===== src/pkg/gptmr_pkg.sv =====
/*
 * Package for the dual 16/32-bit general purpose timer pair: register
 * offsets, control field positions, reset values, prescale codes and the
 * register bus carrier.
 * Assumes a 16-bit register port with byte offsets as printed.
 */
package gptmr_pkg;

  localparam int unsigned ADDR_W = 16;
  localparam int unsigned DATA_W = 16;

  // Register offsets
  localparam logic [15:0] OFF_LOW_COUNT = 16'h0106;
  localparam logic [15:0] OFF_HOLD = 16'h0108;
  localparam logic [15:0] OFF_HIGH_COUNT = 16'h010a;
  localparam logic [15:0] OFF_LOW_PERIOD = 16'h010c;
  localparam logic [15:0] OFF_HIGH_PERIOD = 16'h010e;
  localparam logic [15:0] OFF_LOW_CTRL = 16'h0110;
  localparam logic [15:0] OFF_HIGH_CTRL = 16'h0112;
  localparam logic [15:0] OFF_IRQ_STATUS = 16'h0114;
  localparam logic [15:0] OFF_IRQ_ENABLE = 16'h0116;

  // Control field positions
  localparam int unsigned BIT_TIMER_ON = 15;
  localparam int unsigned BIT_STOP_IN_IDLE = 13;
  localparam int unsigned BIT_GATE_EN = 6;
  localparam int unsigned BIT_PS_HI = 5;
  localparam int unsigned BIT_PS_LO = 4;
  localparam int unsigned BIT_CASCADE = 3;
  localparam int unsigned BIT_CLK_SRC = 1;
  localparam int unsigned BIT_UPPER_IRQ = 7;

  // Writable bits of each control register; the rest read as zero
  localparam logic [15:0] LOW_CTRL_MASK = 16'ha07a;
  localparam logic [15:0] HIGH_CTRL_MASK = 16'ha072;
  localparam logic [15:0] IRQ_MASK = 16'h0080;

  // Reset values
  localparam logic [15:0] RST_PERIOD = 16'hffff;
  localparam logic [15:0] RST_CTRL = 16'h0000;
  localparam logic [15:0] RST_COUNT = 16'h0000;

  // Prescale select codes and the prescaler terminal counts
  typedef enum logic [1:0] {
    GPTMR_DIV1 = 2'b00,
    GPTMR_DIV8 = 2'b01,
    GPTMR_DIV64 = 2'b10,
    GPTMR_DIV256 = 2'b11
  } gptmr_ps_t;

  localparam logic [7:0] PS_LAST_1 = 8'h00;
  localparam logic [7:0] PS_LAST_8 = 8'h07;
  localparam logic [7:0] PS_LAST_64 = 8'h3f;
  localparam logic [7:0] PS_LAST_256 = 8'hff;

  // Register bus request carrier
  typedef struct packed {
    logic [ADDR_W-1:0] addr;
    logic [DATA_W-1:0] wdata;
    logic wr;
    logic rd;
  } gptmr_req_t;

endpackage : gptmr_pkg


===== src/gptmr_top.sv =====
/*
 * Dual 16-bit / cascaded 32-bit general purpose timer pair with gated
 * accumulation, prescalers, period match trigger and upper timer flag.
 * Assumes one 100 MHz clock (each rising edge is one instruction cycle), a
 * register port with read data one cycle after the read strobe, and that
 * the gate/clock pin and sleep level arrive asynchronously.
 */
`timescale 1ns/1ps

module gptmr_top
  import gptmr_pkg::*;
(
  input wire logic clock_i, // 100 MHz instruction clock
  input wire logic rst_i, // Asynchronous reset, active high
  input wire gptmr_req_t req_i, // Register port request
  input wire logic gate_clock_input_pin_i, // Gate or external clock pin
  input wire logic sleep_i, // Processor sleep level
  output logic [DATA_W-1:0] rdata_o, // Read data, cycle after strobe
  output logic adc_trigger_o, // One-cycle ADC trigger pulse
  output logic irq_o // Interrupt request level
);

  // Terminal count of the prescaler for a select code
  function automatic logic [7:0] ps_last(input logic [1:0] sel);
    case (gptmr_ps_t'(sel))
      GPTMR_DIV1: ps_last = PS_LAST_1;
      GPTMR_DIV8: ps_last = PS_LAST_8;
      GPTMR_DIV64: ps_last = PS_LAST_64;
      default: ps_last = PS_LAST_256;
    endcase
  endfunction : ps_last

  logic [15:0] low_count_q, high_count_q, hold_q;
  logic [15:0] low_period_q, high_period_q;
  logic [15:0] low_ctrl_q, high_ctrl_q;
  logic [7:0] low_ps_q, high_ps_q;
  logic flag_q, irq_en_q;
  logic pin_s1_q, pin_s2_q, pin_d_q, sleep_s1_q, sleep_s2_q;

  // Two-stage synchronisers for the pin and the sleep level
  // Trade-off: the pin reaches the counters two cycles late, and a
  // gate or clock pulse shorter than one clock cycle may be missed
  always_ff @(posedge clock_i or posedge rst_i) begin
    if (rst_i) begin
      pin_s1_q <= 1'b0;
      pin_s2_q <= 1'b0;
      pin_d_q <= 1'b0;
      sleep_s1_q <= 1'b0;
      sleep_s2_q <= 1'b0;
    end else begin
      pin_s1_q <= gate_clock_input_pin_i;
      pin_s2_q <= pin_s1_q;
      pin_d_q <= pin_s2_q;
      sleep_s1_q <= sleep_i;
      sleep_s2_q <= sleep_s1_q;
    end
  end

  // Decodes; offsets must match exactly, so odd addresses and the gaps
  // between registers never reach a register
  logic wr, rd;
  assign wr = req_i.wr;
  assign rd = req_i.rd;
  logic wr_lc, wr_hc, wr_hold, wr_lcnt, wr_hcnt;
  assign wr_lc = wr && req_i.addr == OFF_LOW_CTRL;
  assign wr_hc = wr && req_i.addr == OFF_HIGH_CTRL;
  assign wr_hold = wr && req_i.addr == OFF_HOLD;
  assign wr_lcnt = wr && req_i.addr == OFF_LOW_COUNT;
  assign wr_hcnt = wr && req_i.addr == OFF_HIGH_COUNT;

  logic cascade;
  assign cascade = low_ctrl_q[BIT_CASCADE];

  // Lower timer configuration; in cascade it governs both words
  logic l_on, l_gate, l_ext;
  assign l_on = low_ctrl_q[BIT_TIMER_ON];
  // Lower gate enable taken from lower control, cascaded or not
  assign l_gate = low_ctrl_q[BIT_GATE_EN];
  assign l_ext = low_ctrl_q[BIT_CLK_SRC];
  // Upper control bits matter only when not cascaded
  logic h_on, h_gate, h_ext;
  assign h_on = high_ctrl_q[BIT_TIMER_ON] && !cascade;
  assign h_gate = high_ctrl_q[BIT_GATE_EN];
  assign h_ext = high_ctrl_q[BIT_CLK_SRC];

  // Input clock events: pin rising edge or every instruction cycle
  logic pin_rise, pin_fall;
  assign pin_rise = pin_s2_q && !pin_d_q;
  assign pin_fall = !pin_s2_q && pin_d_q;

  // Gated: count cycles only while the pin is high
  // Sleep stops every clock tick
  // External source takes precedence, so gate enable means nothing then
  logic l_tick_in, h_tick_in;
  always_comb begin
    if (l_ext)
      l_tick_in = pin_rise;
    else if (l_gate)
      l_tick_in = pin_s2_q;
    else
      l_tick_in = 1'b1;
    l_tick_in = l_tick_in && l_on && !sleep_s2_q;
    if (h_ext)
      h_tick_in = pin_rise;
    else if (h_gate)
      h_tick_in = pin_s2_q;
    else
      h_tick_in = 1'b1;
    h_tick_in = h_tick_in && h_on && !sleep_s2_q;
  end

  // Prescaler outputs
  logic l_ps_tc, h_ps_tc;
  assign l_ps_tc = low_ps_q == ps_last(low_ctrl_q[BIT_PS_HI:BIT_PS_LO]);
  assign h_ps_tc = high_ps_q == ps_last(high_ctrl_q[BIT_PS_HI:BIT_PS_LO]);
  logic l_inc, h_inc;
  assign l_inc = l_tick_in && l_ps_tc;
  assign h_inc = h_tick_in && h_ps_tc;

  // Lower prescaler clears on count or control writes and reset
  // Halted while off, so a clear then does not reach it
  // The clear outranks the tick, or a write landing mid-division would leave
  // the prescaler part way through and bring the next count early
  always_ff @(posedge clock_i or posedge rst_i) begin
    if (rst_i)
      low_ps_q <= 8'h00;
    else if (l_on && (wr_lc || wr_lcnt || (cascade && wr_hcnt)))
      low_ps_q <= 8'h00;
    else if (l_tick_in)
      low_ps_q <= l_ps_tc ? 8'h00 : low_ps_q + 8'h01;
  end

  // Upper prescaler idle in cascade; cleared on its count or control writes even while off
  // Held at zero in cascade, so leaving it starts a clean division
  always_ff @(posedge clock_i or posedge rst_i) begin
    if (rst_i)
      high_ps_q <= 8'h00;
    else if (cascade || wr_hc || wr_hcnt)
      high_ps_q <= 8'h00;
    else if (h_tick_in)
      high_ps_q <= h_ps_tc ? 8'h00 : high_ps_q + 8'h01;
  end

  // Period matches
  // The combined compare is always built; it is simply unused while the
  // two timers run apart
  logic match32, match_l, match_h;
  assign match32 = {high_count_q, low_count_q} ==
                   {high_period_q, low_period_q};
  assign match_l = low_count_q == low_period_q;
  assign match_h = high_count_q == high_period_q;

  // Count registers change only by counting or count writes
  // Lower word write loads the upper word from holding in cascade
  // Cascade wraps to zero after the combined period
  always_ff @(posedge clock_i or posedge rst_i) begin
    if (rst_i) begin
      low_count_q <= RST_COUNT;
    end else if (wr_lcnt) begin
      low_count_q <= req_i.wdata;
    end else if (l_inc) begin
      if (cascade ? match32 : match_l)
        low_count_q <= RST_COUNT;
      else
        low_count_q <= low_count_q + 16'h0001;
    end
  end

  // Upper word: loaded from holding, written, carried into, or counted
  // A holding load outranks a direct upper write in the same cycle
  always_ff @(posedge clock_i or posedge rst_i) begin
    if (rst_i) begin
      high_count_q <= RST_COUNT;
    end else if (cascade && wr_lcnt) begin
      high_count_q <= hold_q;
    end else if (wr_hcnt) begin
      high_count_q <= req_i.wdata;
    end else if (cascade) begin
      if (l_inc && match32)
        high_count_q <= RST_COUNT;
      else if (l_inc && &low_count_q)
        high_count_q <= high_count_q + 16'h0001;
    end else if (h_inc) begin
      high_count_q <= match_h ? RST_COUNT : high_count_q + 16'h0001;
    end
  end

  // Holding register; in cascade a lower read snapshots the upper word
  always_ff @(posedge clock_i or posedge rst_i) begin
    if (rst_i)
      hold_q <= RST_COUNT;
    else if (wr_hold)
      hold_q <= req_i.wdata;
    else if (cascade && rd && req_i.addr == OFF_LOW_COUNT)
      hold_q <= high_count_q;
  end

  // Period and control registers
  always_ff @(posedge clock_i or posedge rst_i) begin
    if (rst_i) begin
      low_period_q <= RST_PERIOD;
      high_period_q <= RST_PERIOD;
      low_ctrl_q <= RST_CTRL;
      high_ctrl_q <= RST_CTRL;
      irq_en_q <= 1'b0;
    end else begin
      if (wr && req_i.addr == OFF_LOW_PERIOD)
        low_period_q <= req_i.wdata;
      if (wr && req_i.addr == OFF_HIGH_PERIOD)
        high_period_q <= req_i.wdata;
      // Gate enable and other control bits stored here
      if (wr_lc)
        low_ctrl_q <= req_i.wdata & LOW_CTRL_MASK;
      if (wr_hc)
        high_ctrl_q <= req_i.wdata & HIGH_CTRL_MASK;
      if (wr && req_i.addr == OFF_IRQ_ENABLE)
        irq_en_q <= req_i.wdata[BIT_UPPER_IRQ];
    end
  end

  // Gate falling edge ends accumulation without touching the count
  logic gate_fall;
  assign gate_fall = l_gate && !l_ext && l_on && pin_fall &&
                     !sleep_s2_q;
  logic upper_match;
  assign upper_match = cascade ? (l_inc && match32) : (h_inc && match_h);

  // Set on match or gate fall; set wins over a clearing write
  // Only a software write or reset clears the flag
  // Limitation: a clear that meets a set event is lost; software should
  // read the status back after clearing
  always_ff @(posedge clock_i or posedge rst_i) begin
    if (rst_i)
      flag_q <= 1'b0;
    else if (upper_match || gate_fall)
      flag_q <= 1'b1;
    else if (wr && req_i.addr == OFF_IRQ_STATUS)
      flag_q <= req_i.wdata[BIT_UPPER_IRQ];
  end

  // Trigger pulse from the upper timer match
  // Request gated by the enable bit
  // Both are registered so they leave the block straight from flops; the
  // request therefore trails its setting event by one cycle
  always_ff @(posedge clock_i or posedge rst_i) begin
    if (rst_i) begin
      adc_trigger_o <= 1'b0;
      irq_o <= 1'b0;
    end else begin
      adc_trigger_o <= upper_match;
      irq_o <= (flag_q || upper_match || gate_fall) && irq_en_q;
    end
  end

  // Read data register; unmapped addresses read zero
  // Driving zero outside the reply cycle keeps a shared read bus quiet
  always_ff @(posedge clock_i or posedge rst_i) begin
    if (rst_i) begin
      rdata_o <= 16'h0000;
    end else if (rd) begin
      case (req_i.addr)
        OFF_LOW_COUNT: rdata_o <= low_count_q;
        OFF_HOLD: rdata_o <= hold_q;
        OFF_HIGH_COUNT: rdata_o <= high_count_q;
        OFF_LOW_PERIOD: rdata_o <= low_period_q;
        OFF_HIGH_PERIOD: rdata_o <= high_period_q;
        OFF_LOW_CTRL: rdata_o <= low_ctrl_q;
        OFF_HIGH_CTRL: rdata_o <= high_ctrl_q;
        OFF_IRQ_STATUS: rdata_o <= 16'(flag_q) << BIT_UPPER_IRQ;
        OFF_IRQ_ENABLE: rdata_o <= 16'(irq_en_q) << BIT_UPPER_IRQ;
        default: rdata_o <= 16'h0000;
      endcase
    end else begin
      rdata_o <= 16'h0000;
    end
  end

endmodule : gptmr_top


===== config.mk =====
export PLATFORM = sky130hd
export DESIGN_NAME = gptmr_top
export DESIGN_NICKNAME = d
export VERILOG_FILES = /design/src/pkg/gptmr_pkg.sv /design/src/gptmr_top.sv
export SDC_FILE = /design/constraint.sdc
export NUM_CORES = 1
export LEC_CHECK = 0
export ABC_AREA = 1
export BUFFER_PORTS_ARGS = -buffer_cell sky130_fd_sc_hd__buf_2
export CORE_AREA = 2 2 151 153
export CTS_BUF_LIST = sky130_fd_sc_hd__clkbuf_4 sky130_fd_sc_hd__clkbuf_8 sky130_fd_sc_hd__clkbuf_16
export DETAILED_ROUTE_END_ITERATION = 10
export DIE_AREA = 0 0 153 155
export PLACE_DENSITY = 0.57
export REMOVE_ABC_BUFFERS = 1
export SETUP_SLACK_MARGIN = 0.02
export SLEW_MARGIN = 15
export SYNTH_ARGS = -nofsm -noshare
export SYNTH_HDL_FRONTEND = slang
export SYNTH_SLANG_ARGS = --single-unit

===== constraint.sdc =====
create_clock -name clock_i -period 6.9 [get_ports clock_i]
set_clock_uncertainty 0.05 [all_clocks]
set_input_delay 1.725 -clock clock_i [delete_from_list [all_inputs] [get_ports clock_i]]
set_output_delay 1.725 -clock clock_i [all_outputs]
set_load 0.01 [all_outputs]

==> results of run 1 <==
[worst max path at each step]
stage / startpoint / endpoint / slack, ps / cells past startpoint
2_1_floorplan: rst_i / adc_trigger_o / 1600 / 1
3_3_place_gp: req_i[29] / low_period_q[4] / 2400 / 8
3_5_place_dp: req_i[33] / low_period_q[6] / 2370 / 8
4_1_cts: req_i[33] / low_period_q[10] / 2800 / 8
5_1_grt: req_i[31] / low_period_q[15] / 2480 / 8
6_report: req_i[29] / low_period_q[10] / 2780 / 8
[flip-flops by register name, indices dropped and copies added, names as in the netlist]
signal / cells
high_count_q: 16
high_ps_q: 8
low_period_q: 16
high_period_q: 16
low_ctrl_q: 7
irq_en_q: 1
rdata_o: 16
sleep_s1_q: 1
hold_q: 16
pin_s1_q: 1
low_ps_q: 8
low_count_q: 16
pin_d_q: 1
high_ctrl_q: 6
pin_s2_q: 1
irq_o: 1
sleep_s2_q: 1
flag_q: 1
adc_trigger_o: 1
[logic make-up after synthesis]
family	count (synthesis)	synth area share, %
and+or+nand+nor	659	33.7
buffers and inverters	223	10.7
AOI/OAI and AO/OA	168	12.0
DFF	134	39.2
xor gates and xnor gates	37	3.74
adders and majority gates	4	0.578
[cell usage after synthesis, types with 2 or more instances]
master,instances
a21oi_1,23
buf_2,17
buf_4,4
buf_6,6
clkbuf_1,13
dfrtp_1,102
dfstp_2,32
ha_1,4
inv_1,168
inv_2,13
nand2_1,364
nand2_2,8
nand3_1,63
nand3_2,10
nand3_4,2
nand3b_1,2
nand4_1,30
nor2_1,130
nor2_2,15
nor2_4,4
nor3_1,20
nor4_1,2
o21ai_0,70
o21ai_1,2
o21bai_1,2
o221ai_1,28
o22ai_1,37
xnor2_1,5
xor2_1,32
[metrics by stage]
step           util [%]  cells  instance area (µm²)  worst slack (ps)  total power, mW
2_1_floorplan         -   1183                 8410              1600            0.882
3_3_place_gp       40.8   1526                 9070              2400            0.922
3_5_place_dp       40.8   1526                 9070              2370            0.921
4_1_cts            43.7   1558                 9710              2800             1.94
5_1_grt            43.7   1558                 9710              2480             1.99
6_report           43.7   1558                 9710              2780             1.92
[per-layer routing]
metal / up-vias / track usage, %
met4: 0 / 9.70
met5: - / 0
met2: 318 / 36.5
met1: 3859 / 33.1
li1: 4009 / -
met3: 58 / 4.23
[cells in the final DEF (no fill, tap or decap), types with 5 or more instances in the layout]
cell / n
dfrtp_1: 102
nor2_1: 130
inv_1: 167
nor2_2: 15
xnor2_1: 5
nand3_1: 63
xor2_1: 32
o21ai_0: 70
nor3_1: 20
nand2_1: 364
clkbuf_16: 17
inv_6: 5
o22ai_1: 37
inv_2: 13
nand2_2: 8
a21oi_1: 23
buf_2: 55
nand3_2: 10
nand4_1: 30
dfstp_2: 32
o221ai_1: 28
[layout make-up]
| cell class | count | share of cell area (%) |
|---|---|---|
| Clock buffer | 19 | 4.66 |
| Clock inverter | 13 | 2.00 |
| Inverter | 181 | 7.05 |
| Multi-Input combinational cell | 868 | 44.6 |
| Sequential cell | 134 | 34.9 |
| Tap cell | 285 | 3.67 |
| Timing Repair Buffer | 58 | 3.07 |
[power by group]
part	switching (mW)	internal, mW
Combinational	0.0626	0.0294
Clock	0.387	0.629
Sequential	0.0167	0.800
[worst max-delay path, cell delays in order]
cell and delay [ps]:
buf_2 90, nor2_1 110, nand3_2 120, nor2_8 310, nand3_1 630, inv_1 360, nand2_1 620, o21ai_0 420
==> results.yml, run 1 <==
run_status:
  status: "finished, final reports clean"
synth:
  ys_ff_latch: 134
  synth.avg_cell_area_um2: 7.07
  ys.flop_type: "dfrtp_1"
  seq_area_frac_synth_pct: 39.2
  netlist_instances: 1225
  yosys_warnings: 0
  syn_area_um2: 8660
  synth_area_leaders: "dfrtp_1 (29%), nand2_1 (16%), dfstp_2 (9.7%)"
  yosys.cell_types.count: 46
  yosysTopAreaCell: "dfrtp_1"
  synth-edff-count: 0
  synth_top_area_share_pct: 29.5
  async_flop_share_pct: 100
global_routing:
  gr-total-overflow: 0
  grt_pass1_wl_um: 43400
  grt_max_degree: 89
  antenna_found_initial: 0
  first_global_vias: 7645
  grt_usage_pct: 23.7
place:
  gp_congestion: 0.889
  io_buffer_count: 55
  hpwlAfterDp_um: 19800
timing:
  hold_violations: 0
  layout_min_cycle_time_ps: 4120
  hold_ws_ps: 306
  drv_slew: 0
  rsz0062_at_grt: "no"
  period_share_pct: 59.8
  fmax_mhz: 243
  worst_slew_pin_slew_ps: 1070
  setup_violations: 0
  tns_ps: 0
  max-slew-margin-rel_pct: 28.7
setup_path:
  cp-end-kind: "flip-flop"
  ff2ff_path_depth: 10
  rrSetupSlack_ps: 4260
  r2r_start: "low_ctrl_q[5]"
  arrival_ps: 4410
  cp-start-kind: "input pin"
  critPathRequiredTime_ps: 7190
  critical_path.max_fanout: 32
  worstSetupPathType: "in2reg"
  timing.rr.end: "low_count_q[8]"
layout:
  num-nets-final: 1302
  layout-drive-gt1-share_pct: 14.5
  antennaDiodeCount: 0
  fillers: 2308
  regArea_um2: 3390
  area_delta_synth_final_pct: 12.2
  multi_input_area_um2: 4340
detailed_routing:
  drt_iter0_markers: 794
  drc: 0
  routed-wl-met2_um: 12300
  dr_total_vias: 8244
  detail-route-antenna-nets: 0
  wl_per_cell_um: 17.8
  wl_met3_um: 1880
  totalWireLength_um: 27800
  highest_layer: "met4"
  drt-met1-wl_um: 12700
  dr.pass1.iters: 5
  via_per_inst: 5.29
clocking:
  clockBufferDepth: 2
  cts_hold_buf: 0
  path_clk_slew_ps: 60
  clock_sinks: 134
  insertion_delay_ps: 440
  postCtsSetupRepairBufs: 0
  root_buffer: "clkbuf_16"
  h-tree-depth: 4
  cts_made_buffers: 17
  cts_tree: "done"
  cts_resized: 0
power:
  power_density_nw_per_um2: 198
  ir_drop_mv: 0.115
  leakage_nw: 4.52
floorplan:
  num_rows: 55
  die_height_um: 155
  start_util_pct: 39.0
  dieArea_um2: 23700
  fp.coreArea_um2: 22200
  die_width_um: 153
  io_pins: 56
min_path:
  hold_start: "sleep_s1_q"
  hp-class: "reg2reg"
  hold_depth: 0
  hold_end: "sleep_s2_q"
run:
  max_cap_viol_count: 0
Power figures use the tool's default switching activity.
==> run 2: changes to the inputs <==
--- a/config.mk
+++ b/config.mk
@@ -11,7 +11,7 @@
 export CTS_BUF_LIST = sky130_fd_sc_hd__clkbuf_4 sky130_fd_sc_hd__clkbuf_8 sky130_fd_sc_hd__clkbuf_16
 export DETAILED_ROUTE_END_ITERATION = 10
 export DIE_AREA = 0 0 153 155
-export PLACE_DENSITY = 0.57
+export PLACE_DENSITY = 0.59
 export REMOVE_ABC_BUFFERS = 1
 export SETUP_SLACK_MARGIN = 0.02
 export SLEW_MARGIN = 15
==> constraint.sdc (replaced) <==
create_clock -name clock_i -period 3.4 [get_ports clock_i]
set_clock_uncertainty 0.05 [all_clocks]
set_input_delay 0.85 -clock clock_i [delete_from_list [all_inputs] [get_ports clock_i]]
set_output_delay 0.85 -clock clock_i [all_outputs]
set_load 0.01 [all_outputs]
==> run 2 against run 1 <==
Compared with the run above:
- die area did not move
- register-to-register slack worse by 3300 ps
- power increased by 98%
- global-route usage grew 0.35 points
- sequential cell count did not move
- core utilization grew 0.42 points
- critical path depth grew 4
- sequential share of layout area decreased by 0.33 points
- clock power rose by 91%
- combinational power is 110% higher
- highest routed layer unchanged
==> results.yml, run 2 (synthesis gave the netlist of run 1 again) <==
run_status:
  status: "finished, final reports clean"
setup_path:
  cp-start-kind: "input pin"
  arrival_ps: 2740
  cp-end-kind: "flip-flop"
  cp_common_cell: "nor2_1"
  crit_path_start: "req_i[29]"
  ff2ff_path_depth: 11
  crit_end: "high_ps_q[3]"
  slowest_delay_ps: 320
  slowest_stage: "nor2_8"
  worstSetupPathType: "in2reg"
  rrSetupSlack_ps: 980
  critPathRequiredTime_ps: 3700
  timing.rr.end: "high_count_q[8]"
  r2r_start: "high_count_q[9]"
  crit_cells: 12
  crit_family: "simple AND/OR/NAND/NOR gates"
  critPathBufInv: 2
  crit_chain: "buf_2, nor2_1, nand3_2, nor2_8, nand3_1, nor2_2, nor2_2, nand2_1, inv_1, nor2_1, nor2_1, a21oi_1"
  critical_path.max_fanout: 23
clocking:
  path_clk_slew_ps: 60
  cts_tree: "done"
  clockBufferDepth: 2
  cts_made_buffers: 17
  root_buffer: "clkbuf_16"
  postCtsSetupRepairBufs: 0
  cts_resized: 0
  cts_hold_buf: 0
  h-tree-depth: 4
  clock_sinks: 134
  insertion_delay_ps: 430
floorplan:
  dieArea_um2: 23700
  num_rows: 55
  start_util_pct: 39.0
  die_height_um: 155
  fp.coreArea_um2: 22200
  io_pins: 56
  die_width_um: 153
layout:
  layout_common_cells: "nand2_1 (364), inv_1 (167), nor2_1 (130)"
  area_delta_synth_final_pct: 13.3
  layout-drive-gt1-share_pct: 15.5
  fin_cells: 1573
  fillers: 2335
  final_common_cell: "nand2_1"
  antennaDiodeCount: 0
  fin_util_pct: 44.1
  num-nets-final: 1317
power:
  switchingPower_mw: 0.884
  power_density_nw_per_um2: 388
  combPwrFrac_pct: 5.1
  p_clk_share_pct: 51.4
  power.share.sequential_pct: 43.6
  ir_drop_mv: 0.235
  sw_frac_of_total_pct: 23.3
  p_int_mw: 2.92
  leakage_nw: 4.60
detailed_routing:
  dr_total_vias: 8309
  detail-route-antenna-nets: 0
  drc: 0
  totalWireLength_um: 28200
  via_per_inst: 5.28
  wl_per_cell_um: 17.9
  dr.pass1.iters: 5
  drt_iter0_markers: 663
timing:
  worst_slew_pin_slew_ps: 917
  period_share_pct: 71.8
  hold_violations: 0
  rsz0062_at_grt: "no"
  drv_slew: 0
  layout_min_cycle_time_ps: 2440
  setup_violations: 0
  fmax_mhz: 410
  max-slew-margin-rel_pct: 38.8
global_routing:
  gr-total-overflow: 0
  first_global_vias: 7974
  antenna_found_initial: 0
  grt_max_degree: 64
  grt_usage_pct: 24.0
  grt_pass1_wl_um: 44400
place:
  io_buffer_count: 55
  gp_congestion: 0.922
  dp_cells: 1541
  hpwlAfterDp_um: 20400
run:
  max_cap_viol_count: 0
min_path:
  hp-class: "reg2reg"
-- run 2: stage by stage --
step           area [µm²]  TNS (ps)  hold slack (ps)  setup WS [ps]  power, mW
6_report             9810         0              333            960       3.80
5_1_grt              9810         0              347            633       3.92
4_1_cts              9810         0              325            997       3.82
3_5_place_dp         9190         0              316            560       1.88
3_3_place_gp         9190         0              317            581       1.88
2_1_floorplan        8410   -107430              281          -1030       1.79
-- run 2: how the worst min path moves through the flow --
stage,start,to,slack (ps),depth (start not counted)
floorplan,pin_s1_q,pin_s2_q,280,0
global placement,sleep_s1_q,sleep_s2_q,320,0
detailed placement,sleep_s1_q,sleep_s2_q,320,0
CTS,sleep_s1_q,sleep_s2_q,320,0
global route,sleep_s1_q,sleep_s2_q,350,0
finish,sleep_s1_q,sleep_s2_q,330,0
-- run 2: power groups by stage --
stage	Sequential [mW]	Clock (mW)	Combinational, mW
5_1_grt	1.66	2.04	0.219
6_report	1.66	1.95	0.193
3_5_place_dp	1.68	0	0.195
2_1_floorplan	1.68	0	0.114
3_3_place_gp	1.68	0	0.192
4_1_cts	1.66	1.97	0.195
-- run 2: area by class of cell --
class / count / area [µm²] / area share (%)
clock buffer: 23 / 489 / 4.99
clock inverter: 9 / 125 / 1.28
inverter: 181 / 684 / 6.98
multi-input combinational: 868 / 4340 / 44.2
sequential: 134 / 3390 / 34.6
tap: 285 / 357 / 3.64
timing repair buffer: 73 / 423 / 4.31
-- run 2: layer usage --
| metal | vias to the layer above | global-route usage, % | wire [µm] |
|---|---|---|---|
| met3 | 49 | 4.35 | 1610 |
| met2 | 277 | 38.8 | 13000 |
| met4 | 0 | 9.17 | 781 |
| li1 | 4040 | - | - |
| met1 | 3943 | 32.3 | 12800 |
| met5 | - | 0 | 0 |
